[src/inc/frr_pkg.sv]
/*
  frr_pkg: constants, register offsets, field positions and reset values for the
  front-end readout and capacitive sensor register bank.
  Assumes: 32-bit APB, 8-bit registers in the low byte of each aligned word.
*/
package frr_pkg;

  // ****************************************************************
  // register indices (byte address is four times the index)
  // ****************************************************************
  localparam logic [7:0] IDX_REGULATOR_READOUT     = 8'h2C;
  localparam logic [7:0] IDX_SIGNAL_STRENGTH_PEAKS = 8'h2D;
  localparam logic [7:0] IDX_GAIN_REDUCTION_STATE  = 8'h2E;
  localparam logic [7:0] IDX_CAP_SENSOR_CONTROL    = 8'h2F;
  localparam logic [7:0] IDX_CAP_SENSOR_RESULT     = 8'h30;
  localparam logic [7:0] IDX_REGULATOR_CONTROL     = 8'h40;
  localparam logic [7:0] IDX_STRENGTH_COMMAND      = 8'h41;

  // ****************************************************************
  // field positions
  // ****************************************************************
  localparam int REG_CODE_LSB   = 4;
  localparam int REG_ILIM_BIT   = 0;
  localparam int AM_LSB         = 4;
  localparam int PM_LSB         = 0;
  localparam int TRIM_LSB       = 3;
  localparam int GAIN_LSB       = 0;
  localparam int CAL_END_BIT    = 2;
  localparam int CAL_ERR_BIT    = 1;
  localparam int REG_MODE_BIT   = 7;
  localparam int REG_EXT_LSB    = 3;
  localparam int CLEAR_CMD_BIT  = 0;

  // ****************************************************************
  // reset values
  // ****************************************************************
  localparam logic [7:0] CAP_CONTROL_RESET = 8'h00;
  localparam logic [7:0] REG_CONTROL_RESET = 8'h00;
  localparam logic [3:0] CODE_RESET        = 4'h0;
  localparam logic [4:0] TRIM_AUTO         = 5'h00;

  // sensor gain codes
  localparam logic [2:0] GAIN_2P8  = 3'h0;
  localparam logic [2:0] GAIN_6P5  = 3'h1;
  localparam logic [2:0] GAIN_1P1  = 3'h2;
  localparam logic [2:0] GAIN_0P5  = 3'h4;
  localparam logic [2:0] GAIN_0P35 = 3'h6;

endpackage

[src/verilog/frr_peak_hold.sv]
/*
  frr_peak_hold: one channel's peak signal-strength holder.
  Assumes: strength codes are monotonic in amplitude, sample_valid marks a fresh sample,
  rx_start and clear are one-cycle pulses from the command decoder.
*/
module frr_peak_hold #(
  parameter int W = 4
) (
  input  wire logic         pclk,
  input  wire logic         presetn,
  input  wire logic         rx_start,
  input  wire logic         clear,
  input  wire logic         sample_valid,
  input  wire logic [W-1:0] sample,
  output logic      [W-1:0] peak
);

  // a holder narrower than one bit cannot carry a code
  if (W < 1) begin : g_bad_w
    $error("frr_peak_hold: W must be at least 1");
  end

  typedef struct packed {
    logic [W-1:0] peak;
  } frr_peak_state_t;

  frr_peak_state_t st;
  frr_peak_state_t next_st;

  // restart or clear drops the held peak; a sample in that cycle still counts
  always_comb begin
    logic [W-1:0] base;
    base = st.peak;
    if (rx_start || clear) begin
      base = '0;
    end
    next_st.peak = base;
    if (sample_valid && (sample > base)) begin
      next_st.peak = sample;
    end
  end

  always_ff @(posedge pclk or negedge presetn) begin
    if (!presetn) begin
      st <= '0;
    end else begin
      st <= next_st;
    end
  end

  assign peak = st.peak;

endmodule

[src/verilog/frr_regs.sv]
/*
  frr_regs: APB register bank reporting regulator setting, signal-strength peaks,
  gain reduction and capacitive sensor calibration; holds sensor and regulator control.
  Assumes: analog and command logic drive the status inputs synchronous to pclk.
*/
//
// Contract
// - regulator code in readout bits 7..4; they show the last adjust result, not the software code
// - bit 0 shows current-limit condition
// - code maps to 0.1 V voltage steps
// - AM peak held in bits 7..4
// - PM peak held in bits 3..0
// - strength codes are monotonic logarithmic scale
// - AM total gain reduction bits 7..4
// - PM total gain reduction bits 3..0
// - manual sensor trim in control 7..3
// - zero trim selects automatic calibration
// - gain field selects five defined gains
// - result bits 7..3 show trim in use
// - bit 2 set when calibration finished
// - bit 1 set when calibration failed
// - mode bit picks adjust result or software code
module frr_regs #(
  parameter int ADDR_W = 12
) (
  input  wire logic              pclk,
  input  wire logic              presetn,
  // apb slave
  input  wire logic              psel,
  input  wire logic              penable,
  input  wire logic              pwrite,
  input  wire logic [ADDR_W-1:0] paddr,
  input  wire logic [31:0]       pwdata,
  input  wire logic [3:0]        pstrb,
  output logic      [31:0]       prdata,
  output logic                   pready,
  output logic                   pslverr,
  // regulator side
  input  wire logic              adjust_done,
  input  wire logic [3:0]        adjust_code,
  input  wire logic              rf_current_limit,
  output logic                   regulator_ext_mode,
  output logic      [3:0]        regulator_code,
  // receiver side
  input  wire logic              rx_start,
  input  wire logic              clear_strength_cmd,
  input  wire logic              am_sample_valid,
  input  wire logic [3:0]        am_sample,
  input  wire logic              pm_sample_valid,
  input  wire logic [3:0]        pm_sample,
  input  wire logic [3:0]        am_gain_cut,
  input  wire logic [3:0]        pm_gain_cut,
  // capacitive sensor side
  input  wire logic              cal_done,
  input  wire logic              cal_fail,
  input  wire logic [4:0]        cal_auto_trim,
  input  wire logic              cal_start,
  output logic      [4:0]        sensor_manual_trim,
  output logic      [2:0]        sensor_gain_select,
  output logic                   sensor_auto_cal
);

  // ****************************************************************
  // elaboration checks
  // ****************************************************************
  if (ADDR_W < 11) begin : g_bad_addr
    $error("frr_regs: ADDR_W must cover the decoded index bits");
  end

  // ****************************************************************
  // state
  // ****************************************************************
  typedef struct packed {
    logic [3:0]  adj_code;
    logic        ilim;
    logic [7:0]  cap_ctrl;
    logic [7:0]  reg_ctrl;
    logic [4:0]  trim_used;
    logic        cal_end;
    logic        cal_err;
    logic [3:0]  am_cut;
    logic [3:0]  pm_cut;
    logic        clr_pulse;
    logic [31:0] prdata;
    logic        pready;
    logic        pslverr;
    logic        ext_mode;
    logic [3:0]  reg_code;
    logic        auto_cal;
  } frr_state_t;

  frr_state_t st;
  frr_state_t next_st;

  logic [3:0] am_peak;
  logic [3:0] pm_peak;
  logic       clear_any;

  // software clear pulse and the command decoder both reset the peaks
  assign clear_any = clear_strength_cmd | st.clr_pulse;

  frr_peak_hold #(.W(4)) u_am_peak (
    .pclk         (pclk),
    .presetn      (presetn),
    .rx_start     (rx_start),
    .clear        (clear_any),
    .sample_valid (am_sample_valid),
    .sample       (am_sample),
    .peak         (am_peak)
  );

  frr_peak_hold #(.W(4)) u_pm_peak (
    .pclk         (pclk),
    .presetn      (presetn),
    .rx_start     (rx_start),
    .clear        (clear_any),
    .sample_valid (pm_sample_valid),
    .sample       (pm_sample),
    .peak         (pm_peak)
  );

  // ****************************************************************
  // next state
  // ****************************************************************
  always_comb begin
    logic [7:0] idx;
    logic       setup;
    logic       wr;
    logic       take;
    logic       mapped;
    logic [7:0] rd;
    logic [7:0] wbyte;
    // address bits above the index make the access unmapped, never an alias
    idx    = (paddr[ADDR_W-1:10] != '0) ? 8'hFF : paddr[9:2];
    setup  = psel && !penable;
    take   = psel && penable && st.pready;
    wr     = take && pwrite && pstrb[0];
    wbyte  = pwdata[7:0];
    mapped = 1'b1;
    rd     = 8'h00;
    next_st = st;
    next_st.clr_pulse = 1'b0;

    // latest adjust result is kept; current limit is a live level
    if (adjust_done) begin
      next_st.adj_code = adjust_code;
    end
    next_st.ilim = rf_current_limit;
    next_st.am_cut = am_gain_cut;
    next_st.pm_cut = pm_gain_cut;

    // calibration flags: a new start clears, the finish event sets and wins
    if (cal_start) begin
      next_st.cal_end = 1'b0;
      next_st.cal_err = 1'b0;
    end
    if (cal_done) begin
      next_st.cal_end   = 1'b1;
      next_st.cal_err   = cal_fail;
      next_st.trim_used = (st.cap_ctrl[7:frr_pkg::TRIM_LSB] == frr_pkg::TRIM_AUTO)
                          ? cal_auto_trim : st.cap_ctrl[7:frr_pkg::TRIM_LSB];
    end

    // reads decode at setup and answer one cycle later; writes land at the access edge
    if (idx == frr_pkg::IDX_REGULATOR_READOUT) begin
      rd = {st.adj_code, 3'b000, st.ilim};
    end else if (idx == frr_pkg::IDX_SIGNAL_STRENGTH_PEAKS) begin
      rd = {am_peak, pm_peak};
    end else if (idx == frr_pkg::IDX_GAIN_REDUCTION_STATE) begin
      rd = {st.am_cut, st.pm_cut};
    end else if (idx == frr_pkg::IDX_CAP_SENSOR_CONTROL) begin
      rd = st.cap_ctrl;
      if (wr) begin
        next_st.cap_ctrl = wbyte;
      end
    end else if (idx == frr_pkg::IDX_CAP_SENSOR_RESULT) begin
      rd = {st.trim_used, st.cal_end, st.cal_err, 1'b0};
    end else if (idx == frr_pkg::IDX_REGULATOR_CONTROL) begin
      rd = {st.reg_ctrl[7:3], 3'b000};
      if (wr) begin
        next_st.reg_ctrl = {wbyte[7:3], 3'b000};
      end
    end else if (idx == frr_pkg::IDX_STRENGTH_COMMAND) begin
      rd = 8'h00;
      if (wr && wbyte[frr_pkg::CLEAR_CMD_BIT]) begin
        next_st.clr_pulse = 1'b1;
      end
    end else begin
      mapped = 1'b0;
    end

    // read-only registers take writes without effect
    next_st.pready  = setup;
    next_st.pslverr = setup && !mapped;
    next_st.prdata  = (setup && !pwrite) ? {24'h000000, rd} : 32'h00000000;

    // regulator source: adjust result or software code
    next_st.ext_mode = next_st.reg_ctrl[frr_pkg::REG_MODE_BIT];
    next_st.reg_code = next_st.ext_mode
                       ? next_st.reg_ctrl[frr_pkg::REG_EXT_LSB+3:frr_pkg::REG_EXT_LSB]
                       : next_st.adj_code;
    // auto flag kept in a flop so the output carries no decode glitch
    next_st.auto_cal = (next_st.cap_ctrl[7:frr_pkg::TRIM_LSB] == frr_pkg::TRIM_AUTO);
  end


  // ****************************************************************
  // registers
  // ****************************************************************
  always_ff @(posedge pclk or negedge presetn) begin
    if (!presetn) begin
      st          <= '0;
      st.cap_ctrl <= frr_pkg::CAP_CONTROL_RESET;
      st.reg_ctrl <= frr_pkg::REG_CONTROL_RESET;
      st.auto_cal <= 1'b1;
    end else begin
      st <= next_st;
    end
  end

  // outputs straight from flip-flops
  assign prdata             = st.prdata;
  assign pready             = st.pready;
  assign pslverr            = st.pslverr;
  assign regulator_ext_mode = st.ext_mode;
  assign regulator_code     = st.reg_code;
  assign sensor_manual_trim = st.cap_ctrl[7:3];
  assign sensor_gain_select = st.cap_ctrl[2:0];
  assign sensor_auto_cal    = st.auto_cal;

endmodule

[config.mk]
export PLATFORM = sky130hd
export DESIGN_NAME = frr_regs
export DESIGN_NICKNAME = d
export VERILOG_FILES = /design/src/inc/frr_pkg.sv /design/src/verilog/frr_peak_hold.sv /design/src/verilog/frr_regs.sv
export SDC_FILE = /design/constraint.sdc
export NUM_CORES = 1
export LEC_CHECK = 0
export ABC_AREA = 1
export BUFFER_PORTS_ARGS = -buffer_cell sky130_fd_sc_hd__buf_4
export CORE_MARGIN = 3
export CORE_UTILIZATION = 44
export CTS_CLUSTER_SIZE = 16
export DETAILED_ROUTE_END_ITERATION = 8
export HOLD_SLACK_MARGIN = 0.1
export PLACE_DENSITY_LB_ADDON = 0.12
export SYNTH_ARGS = -nofsm -noshare
export SYNTH_HDL_FRONTEND = slang
export SYNTH_SLANG_ARGS = --single-unit
[constraint.sdc]
create_clock -name pclk -period 2 [get_ports pclk]
set_clock_uncertainty 0.05 [all_clocks]
set_input_delay 0.4 -clock pclk [delete_from_list [all_inputs] [get_ports pclk]]
set_output_delay 0.4 -clock pclk [all_outputs]
set_load 0.1 [all_outputs]
==> results of run 1 <==
==> state kept, by name, summed over array words and instances, names as in the netlist <==
name / count
u_pm_peak.peak: 4
regulator_code: 4
u_am_peak.peak: 4
pready: 1
sensor_auto_cal: 1
sensor_manual_trim: 5
prdata: 8
sensor_gain_select: 3
pslverr: 1
st: 26
==> timing repair <==
| item | in CTS | in global routing |
|---|---|---|
| hold buffers | 1 | 0 |
| hold endpoints to repair | 30 | 0 |
| gates resized for setup | 0 | 12 |
| setup endpoints to repair | 0 | 8 |
==> cell usage in the layout (no fill, tap or decap), drive strengths merged <==
cell type,Yosys,layout
nand2,84,84
nor2,28,28
nor3,5,5
dlygate4sd3,0,1
o211ai,1,1
conb,1,24
buf,48,93
nor3b,1,1
nand3,33,33
bufinv,0,1
o31ai,1,1
clkbuf,1,14
o21ai,46,46
dfrtp,56,56
nand3b,3,3
inv,46,46
clkinv,2,3
ha,8,8
or2,2,2
mux2,4,4
nand4,8,8
dfstp,1,1
a21oi,19,19
==> how the worst max path moves through the flow <==
stage                        from                           to  slack (ns)  cells past startpoint
2_1_floorplan  clear_strength_cmd  u_pm_peak.peak[1]$_DFF_PN0_      0.0006                      8
3_3_place_gp   clear_strength_cmd  u_am_peak.peak[1]$_DFF_PN0_       -0.03                     10
3_5_place_dp   clear_strength_cmd  u_pm_peak.peak[1]$_DFF_PN0_       -0.08                     10
4_1_cts          st[40]$_DFF_PN0_  u_pm_peak.peak[1]$_DFF_PN0_        0.01                      9
5_1_grt          st[40]$_DFF_PN0_  u_am_peak.peak[0]$_DFF_PN0_      -0.003                      9
6_report         st[40]$_DFF_PN0_  u_am_peak.peak[2]$_DFF_PN0_        0.16                      9
==> power breakdown <==
part | internal, mW | switching [mW] | total [mW]
clock network | 0.710 | 0.455 | 1.17
logic | 0.182 | 0.527 | 0.709
registers | 1.22 | 0.0431 | 1.27
==> worst max-delay path, cell delays in order, from the launching register on <==
cell     delay [ns]
dfrtp_1        0.39
nor3_2         0.18
buf_4          0.17
nand2_1        0.10
ha_4           0.29
nand2_1        0.05
o21ai_1        0.15
nand3_2        0.18
nor2_1         0.13
a21oi_1        0.05
==> through the flow <==
| step | worst slack, ns | hold WS (ns) |
|---|---|---|
| after floorplan | 0.000644 | 0.0544 |
| after CTS | 0.0105 | 0.105 |
| after global placement | -0.0339 | 0.319 |
| after detailed placement | -0.0817 | 0.326 |
| after global routing | -0.00314 | 0.101 |
| final | 0.162 | 0.119 |
==> metal layers <==
layer  track usage (%)  routed length [µm]  vias up
li1                  -                   -     1388
met1              26.7                3530     1254
met2              29.0                3540       90
met3              4.35                 523        9
met4              7.18                 114        0
met5                 0                   0        -
==> cells by family (layout without fill, tap and decap cells) <==
logic type | after synthesis | after routing | synth area share [%]
buf+inv | 97 | 158 | 16.9
other cells | 1 | 24 | 0.115
mux | 4 | 4 | 1.38
flops | 57 | 57 | 43.8
fa+ha+maj | 8 | 8 | 3.07
compound gates | 67 | 67 | 11.3
simple gates | 164 | 164 | 23.5
==> layout make-up <==
cell class	instances	area (µm²)	area share, %
clock buffers	14	183	4.46
well taps	96	120	2.93
clock inverters	2	35.0	0.854
inverters	48	183	4.46
multi-input cells	267	1420	34.6
repair buffers	94	733	17.9
flip-flops and latches	57	1430	34.8
==> run summary, run 1 <==
outcome - complete, no violations
Cell Pwr Density - 766 nW/µm²
number of vias per cell - 4.74
number of nets in the layout - 572
Synth area leader - dfrtp_1
via count - 2,741
CTS Buf Count - 9
clock root buffer - clkbuf_8
Worst VDD drop - 0.376 mV
EDFF count, synth - 0
Layout area overhead - 25.9%
max-cap viol count - 0
FF-to-FF path depth - 9
Die Ht - 92.0 µm
CP required - 2.17 ns
utilization after layout - 58.7%
fin area - 4100 µm²
Synth Flop Type - dfrtp_1
vias in the first global route - 2,683
total track usage - 19.1%
cell row count - 30
post-layout min period - 1.84 ns
Max-Slew Margin vs Limit - 62.7%
Hold Crit Start - rf_current_limit
synthesized cell area - 3260 µm²
Synth cell types - 32
number of detailed-route iterations in the first pass - 4
Slew @ Worst Pin - 0.555 ns
# DRC - 0
f_max - 544 MHz
clk_lat worst skew - 0.33 ns
Core Footprint - 6980 µm²
n_diodes - 0
Max Slew Vio Count - 0
CP Class - reg2reg
Worst Path Arrival - 2.00 ns
period utilization - 91.9%
DR WL/cell - 13.3 µm
post-route ant nets - 0
Placed Cells incl. Taps - 561
Seq/Total Area, Yosys - 43.8%
HP Class - in2reg
die area - 8470 µm²
final setup fails - 0
DP HPWL - 6020 µm
critical path fanouts, max - 8
H-tree depth - 3
gpl congestion - 0.849
Cells after Synth - 398
Die X-Extent - 92.0 µm
I/O pin count - 135
final hold vios - 0
CTS tree - done
top cell type's share of synthesized area - 43.0%
fill count - 670
clock slew at reported path FFs - 0.06 ns
TritonCTS Sinks - 57
pin count of the biggest net entering global routing - 33
Iteration-0 DRC Markers - 82
setup slack, reg-to-reg - 0.16 ns
setup TNS - 0 ns
CP Capture Type - register
top post-synthesis cells by count - nand2_1 (81), dfrtp_1 (56), buf_4 (44), inv_1 (41), o21ai_0 (31)
share of cells above drive strength 1 - 30.1%
Post-CTS Setup Bufs - 0
Hold Path Depth - 1
Initial Utilization - 46.6%
most frequent cell after synthesis - nand2_1
Syn. warnings - 0
start of the worst register-to-register path - st[40]$_DFF_PN0_
ranking of synthesized cells by area - dfrtp_1 (43%), buf_4 (10%), nand2_1 (9.3%)
Power Total - 3.14 mW
initial antenna violation count - 0
total wire length - 7700 µm
worst r2r dst - u_am_peak.peak[2]$_DFF_PN0_
Buffers on Ports - 81
synthesized area per cell - 8.18 µm²
leakage power - 2.08 nW
Clock Tree Buf Depth - 2
Post-Layout Cell Count - 578
placed inst area - 3820 µm²
hold endpoint - st[72]$_DFF_PN0_
#FFs+latches synth - 57
crit start category - register
aggregate global routing overflow - 0
first-pass GRT wire length - 12,700 µm
Async SR Flop Fraction - 100%
No activity file was read; power rests on OpenSTA's default activity.
==> run 2: changes to the inputs <==
--- a/config.mk
+++ b/config.mk
@@ -8,7 +8,8 @@
 export ABC_AREA = 1
 export BUFFER_PORTS_ARGS = -buffer_cell sky130_fd_sc_hd__buf_4
 export CORE_MARGIN = 3
-export CORE_UTILIZATION = 44
+export CORE_UTILIZATION = 45
+export CTS_BUF_LIST = sky130_fd_sc_hd__clkbuf_4
 export CTS_CLUSTER_SIZE = 16
 export DETAILED_ROUTE_END_ITERATION = 8
 export HOLD_SLACK_MARGIN = 0.1
==> run 2 against run 1 <==
Compared with the run above: cell area up 1.4%; final cell count increased by 1.4%; die area shrank 2.1%; sequential power barely moved.
==> run summary, run 2 (synthesized netlist as in run 1, its figures left out) <==
outcome - complete, no violations
number of detailed-route iterations in the first pass - 4 (unchanged)
Placed Cells incl. Taps - 560 (-0.18%)
clk_lat worst skew - 0.39 ns (+0.06 ns)
I/O pin count - 135 (unchanged)
f_max - 520 MHz (-4.4%)
post-layout min period - 1.92 ns (+0.0842 ns)
final hold vios - 0 (unchanged)
Core Footprint - 6910 µm² (-1.1%)
placed inst area - 3800 µm² (-0.52%)
share of cells above drive strength 1 - 30.0% (-0.083 points)
number of nets in the layout - 580 (+1.4%)
Comb power frac - 25.2% (+2.6 points)
Clock Tree Buf Depth - 2 (unchanged)
met3 Use GR - 4.39% (+0.043 points)
Max Slew Vio Count - 0 (unchanged)
DR WL/cell - 13.3 µm (+0.13%)
Die Ht - 91.1 µm (-1.0%)
pin count of the biggest net entering global routing - 37 (+12%)
Clk pwr share - 31.7% (-5.4 points)
Cell Pwr Density - 705 nW/µm² (-8.0%)
clock slew at reported path FFs - 0.10 ns (+0.04 ns)
TritonCTS Sinks - 57 (unchanged)
Top reg by flops - st
clock root buffer - clkbuf_4
CTS tree - done
crit start category - register
CP required - 2.22 ns (+0.05 ns)
Iteration-0 DRC Markers - 133 (+62%)
worst slack, placed - -0.101 ns (-0.0194 ns)
cell row count - 30 (unchanged)
Max-Slew Margin vs Limit - 65.1% (+2.4 points)
Buffers on Ports - 81 (unchanged)
Worst Path Arrival - 2.15 ns (+0.15 ns)
# DRC - 0 (unchanged)
die area - 8290 µm² (-2.1%)
most frequent cells in the layout - buf_4 (91), nand2_1 (80), dfrtp_1 (55)
post-route ant nets - 0 (unchanged)
DP HPWL - 6030 µm (+0.23%)
period utilization - 96.1% (+4.2 points)
CTS Buf Count - 9 (unchanged)
Register Area - 1430 µm² (unchanged)
switching share of power - 34.7% (+2.0 points)
total wire length - 7820 µm (+1.5%)
GRT Max-Usage Layer - met2
total track usage - 19.1% (-0.030 points)
CP Class - reg2reg
vias in the first global route - 2,589 (-3.5%)
Sw Pwr - 1.02 mW (-0.90%)
leakage power - 2.08 nW (+0.21%)
Slew @ Worst Pin - 0.520 ns (-0.0352 ns)
initial antenna violation count - 0 (unchanged)
utilization after layout - 60.2% (+1.5 points)
HP Class - in2reg
number of vias per cell - 4.75 (+0.25%)
Die X-Extent - 91.1 µm (-1.0%)
met2 GRT Util - 28.9% (-0.075 points)
Layout area overhead - 27.7%
first-pass GRT wire length - 12,500 µm (-1.3%)
H-tree depth - 3 (unchanged)
max reg flops - 26 (unchanged)
Flop pwr share - 43.1% (+2.8 points)
critical path fanouts, max - 8 (unchanged)
setup TNS - 0 ns (unchanged)
final setup margin - 0.0775 ns (-0.0842 ns)
Initial Utilization - 47.2% (+0.51 points)
CP Capture Type - register
via count - 2,786 (+1.6%)
fin area - 4160 µm² (+1.4%)
met1 global-route usage - 26.9% (+0.26 points)
aggregate global routing overflow - 0 (unchanged)
Multi-input gate area - 1470 µm² (+3.8%)
max-cap viol count - 0 (unchanged)
Post-Layout Cell Count - 586 (+1.4%)
most common cell after layout, fill and taps aside - buf_4
n_diodes - 0 (unchanged)
gpl congestion - 0.812 (-4.3%)
Worst VDD drop - 0.431 mV (+15%)
cell internal pwr - 1.92 mW (-9.4%)
fill count - 671 (+0.15%)
final setup fails - 0 (unchanged)
run 2: cell types whose count changed in the layout (fill, tap and decap cells not counted), moves of 2 or more:
cell and delta:
ha_4 +4, clkbuf_8 -13, dlygate4sd3_1 +9, ha_1 -4, nor2_1 +2, clkinv_1 +2
clkbuf_4 +9
run 2: power by group through the flow:
| stage | clock (mW) | sequential [mW] | combinational [mW] |
|---|---|---|---|
| floorplan | 0 | 1.29 | 0.543 |
| global placement | 0 | 1.29 | 0.687 |
| detailed placement | 0 | 1.29 | 0.694 |
| CTS | 0.952 | 1.26 | 0.713 |
| global route | 1.01 | 1.27 | 0.789 |
| finish | 0.929 | 1.26 | 0.738 |
run 2: final cells by class:
cell class / count / area share [%]
timing repair buffer: 102 / 19.3
multi-input combinational: 267 / 35.4
inverter: 48 / 4.39
clock buffer: 9 / 1.62
clock inverter: 7 / 2.05
tap: 96 / 2.89
sequential: 57 / 34.4
run 2: what timing repair did:
item                                    CTS  global route
cloned                                    0             0
buffers inserted                          0             0
pin swaps                                 0             5
endpoints found under the hold margin    30             0
endpoints found under the setup margin    3             8
hold buffers                             10             0
gates resized for setup                   1            15
run 2: path summary, 6_finish.rpt:
kind / slack (ns) / start / end / cells after the start
min in group asynchronous: 0.39 / presetn / st[45]$_DFF_PN0_ / 2
worst max register to register: 0.08 / st[40]$_DFF_PN0_ / u_pm_peak.peak[3]$_DFF_PN0_ / 9
worst min register to register: 0.45 / st[55]$_DFFE_PN0P_ / st[55]$_DFFE_PN0P_ / 2
max in group asynchronous: 0.97 / presetn / sensor_auto_cal$_DFF_PN1_ / 3
worst min-delay path: 0.14 / cal_start / st[49]$_DFFE_PN0P_ / 2
worst max-delay path: 0.08 / st[40]$_DFF_PN0_ / u_pm_peak.peak[3]$_DFF_PN0_ / 9
run 2: critical path: stages (launching register included):
cell and delay (ns):
dfrtp_1 0.41, nor3_2 0.17, buf_4 0.17, nand2_1 0.12
ha_4 0.30, nand2_1 0.07, o21ai_2 0.20, nand3_4 0.13
nor2_1 0.13, a21oi_1 0.06
run 2: stage by stage:
step | hold WS [ns] | power (mW)
2_1_floorplan | 0.0544 | 1.83
3_5_place_dp | 0.267 | 1.98
6_report | 0.136 | 2.93
4_1_cts | 0.113 | 2.93
5_1_grt | 0.118 | 3.07
3_3_place_gp | 0.262 | 1.97
run 2: per-layer routing:
metal  share of wire [%]  wire length (µm)
met2                  47              3700
met3                 6.5               509
met4                 1.1                89
met5                   0                 0
met1                  45              3520
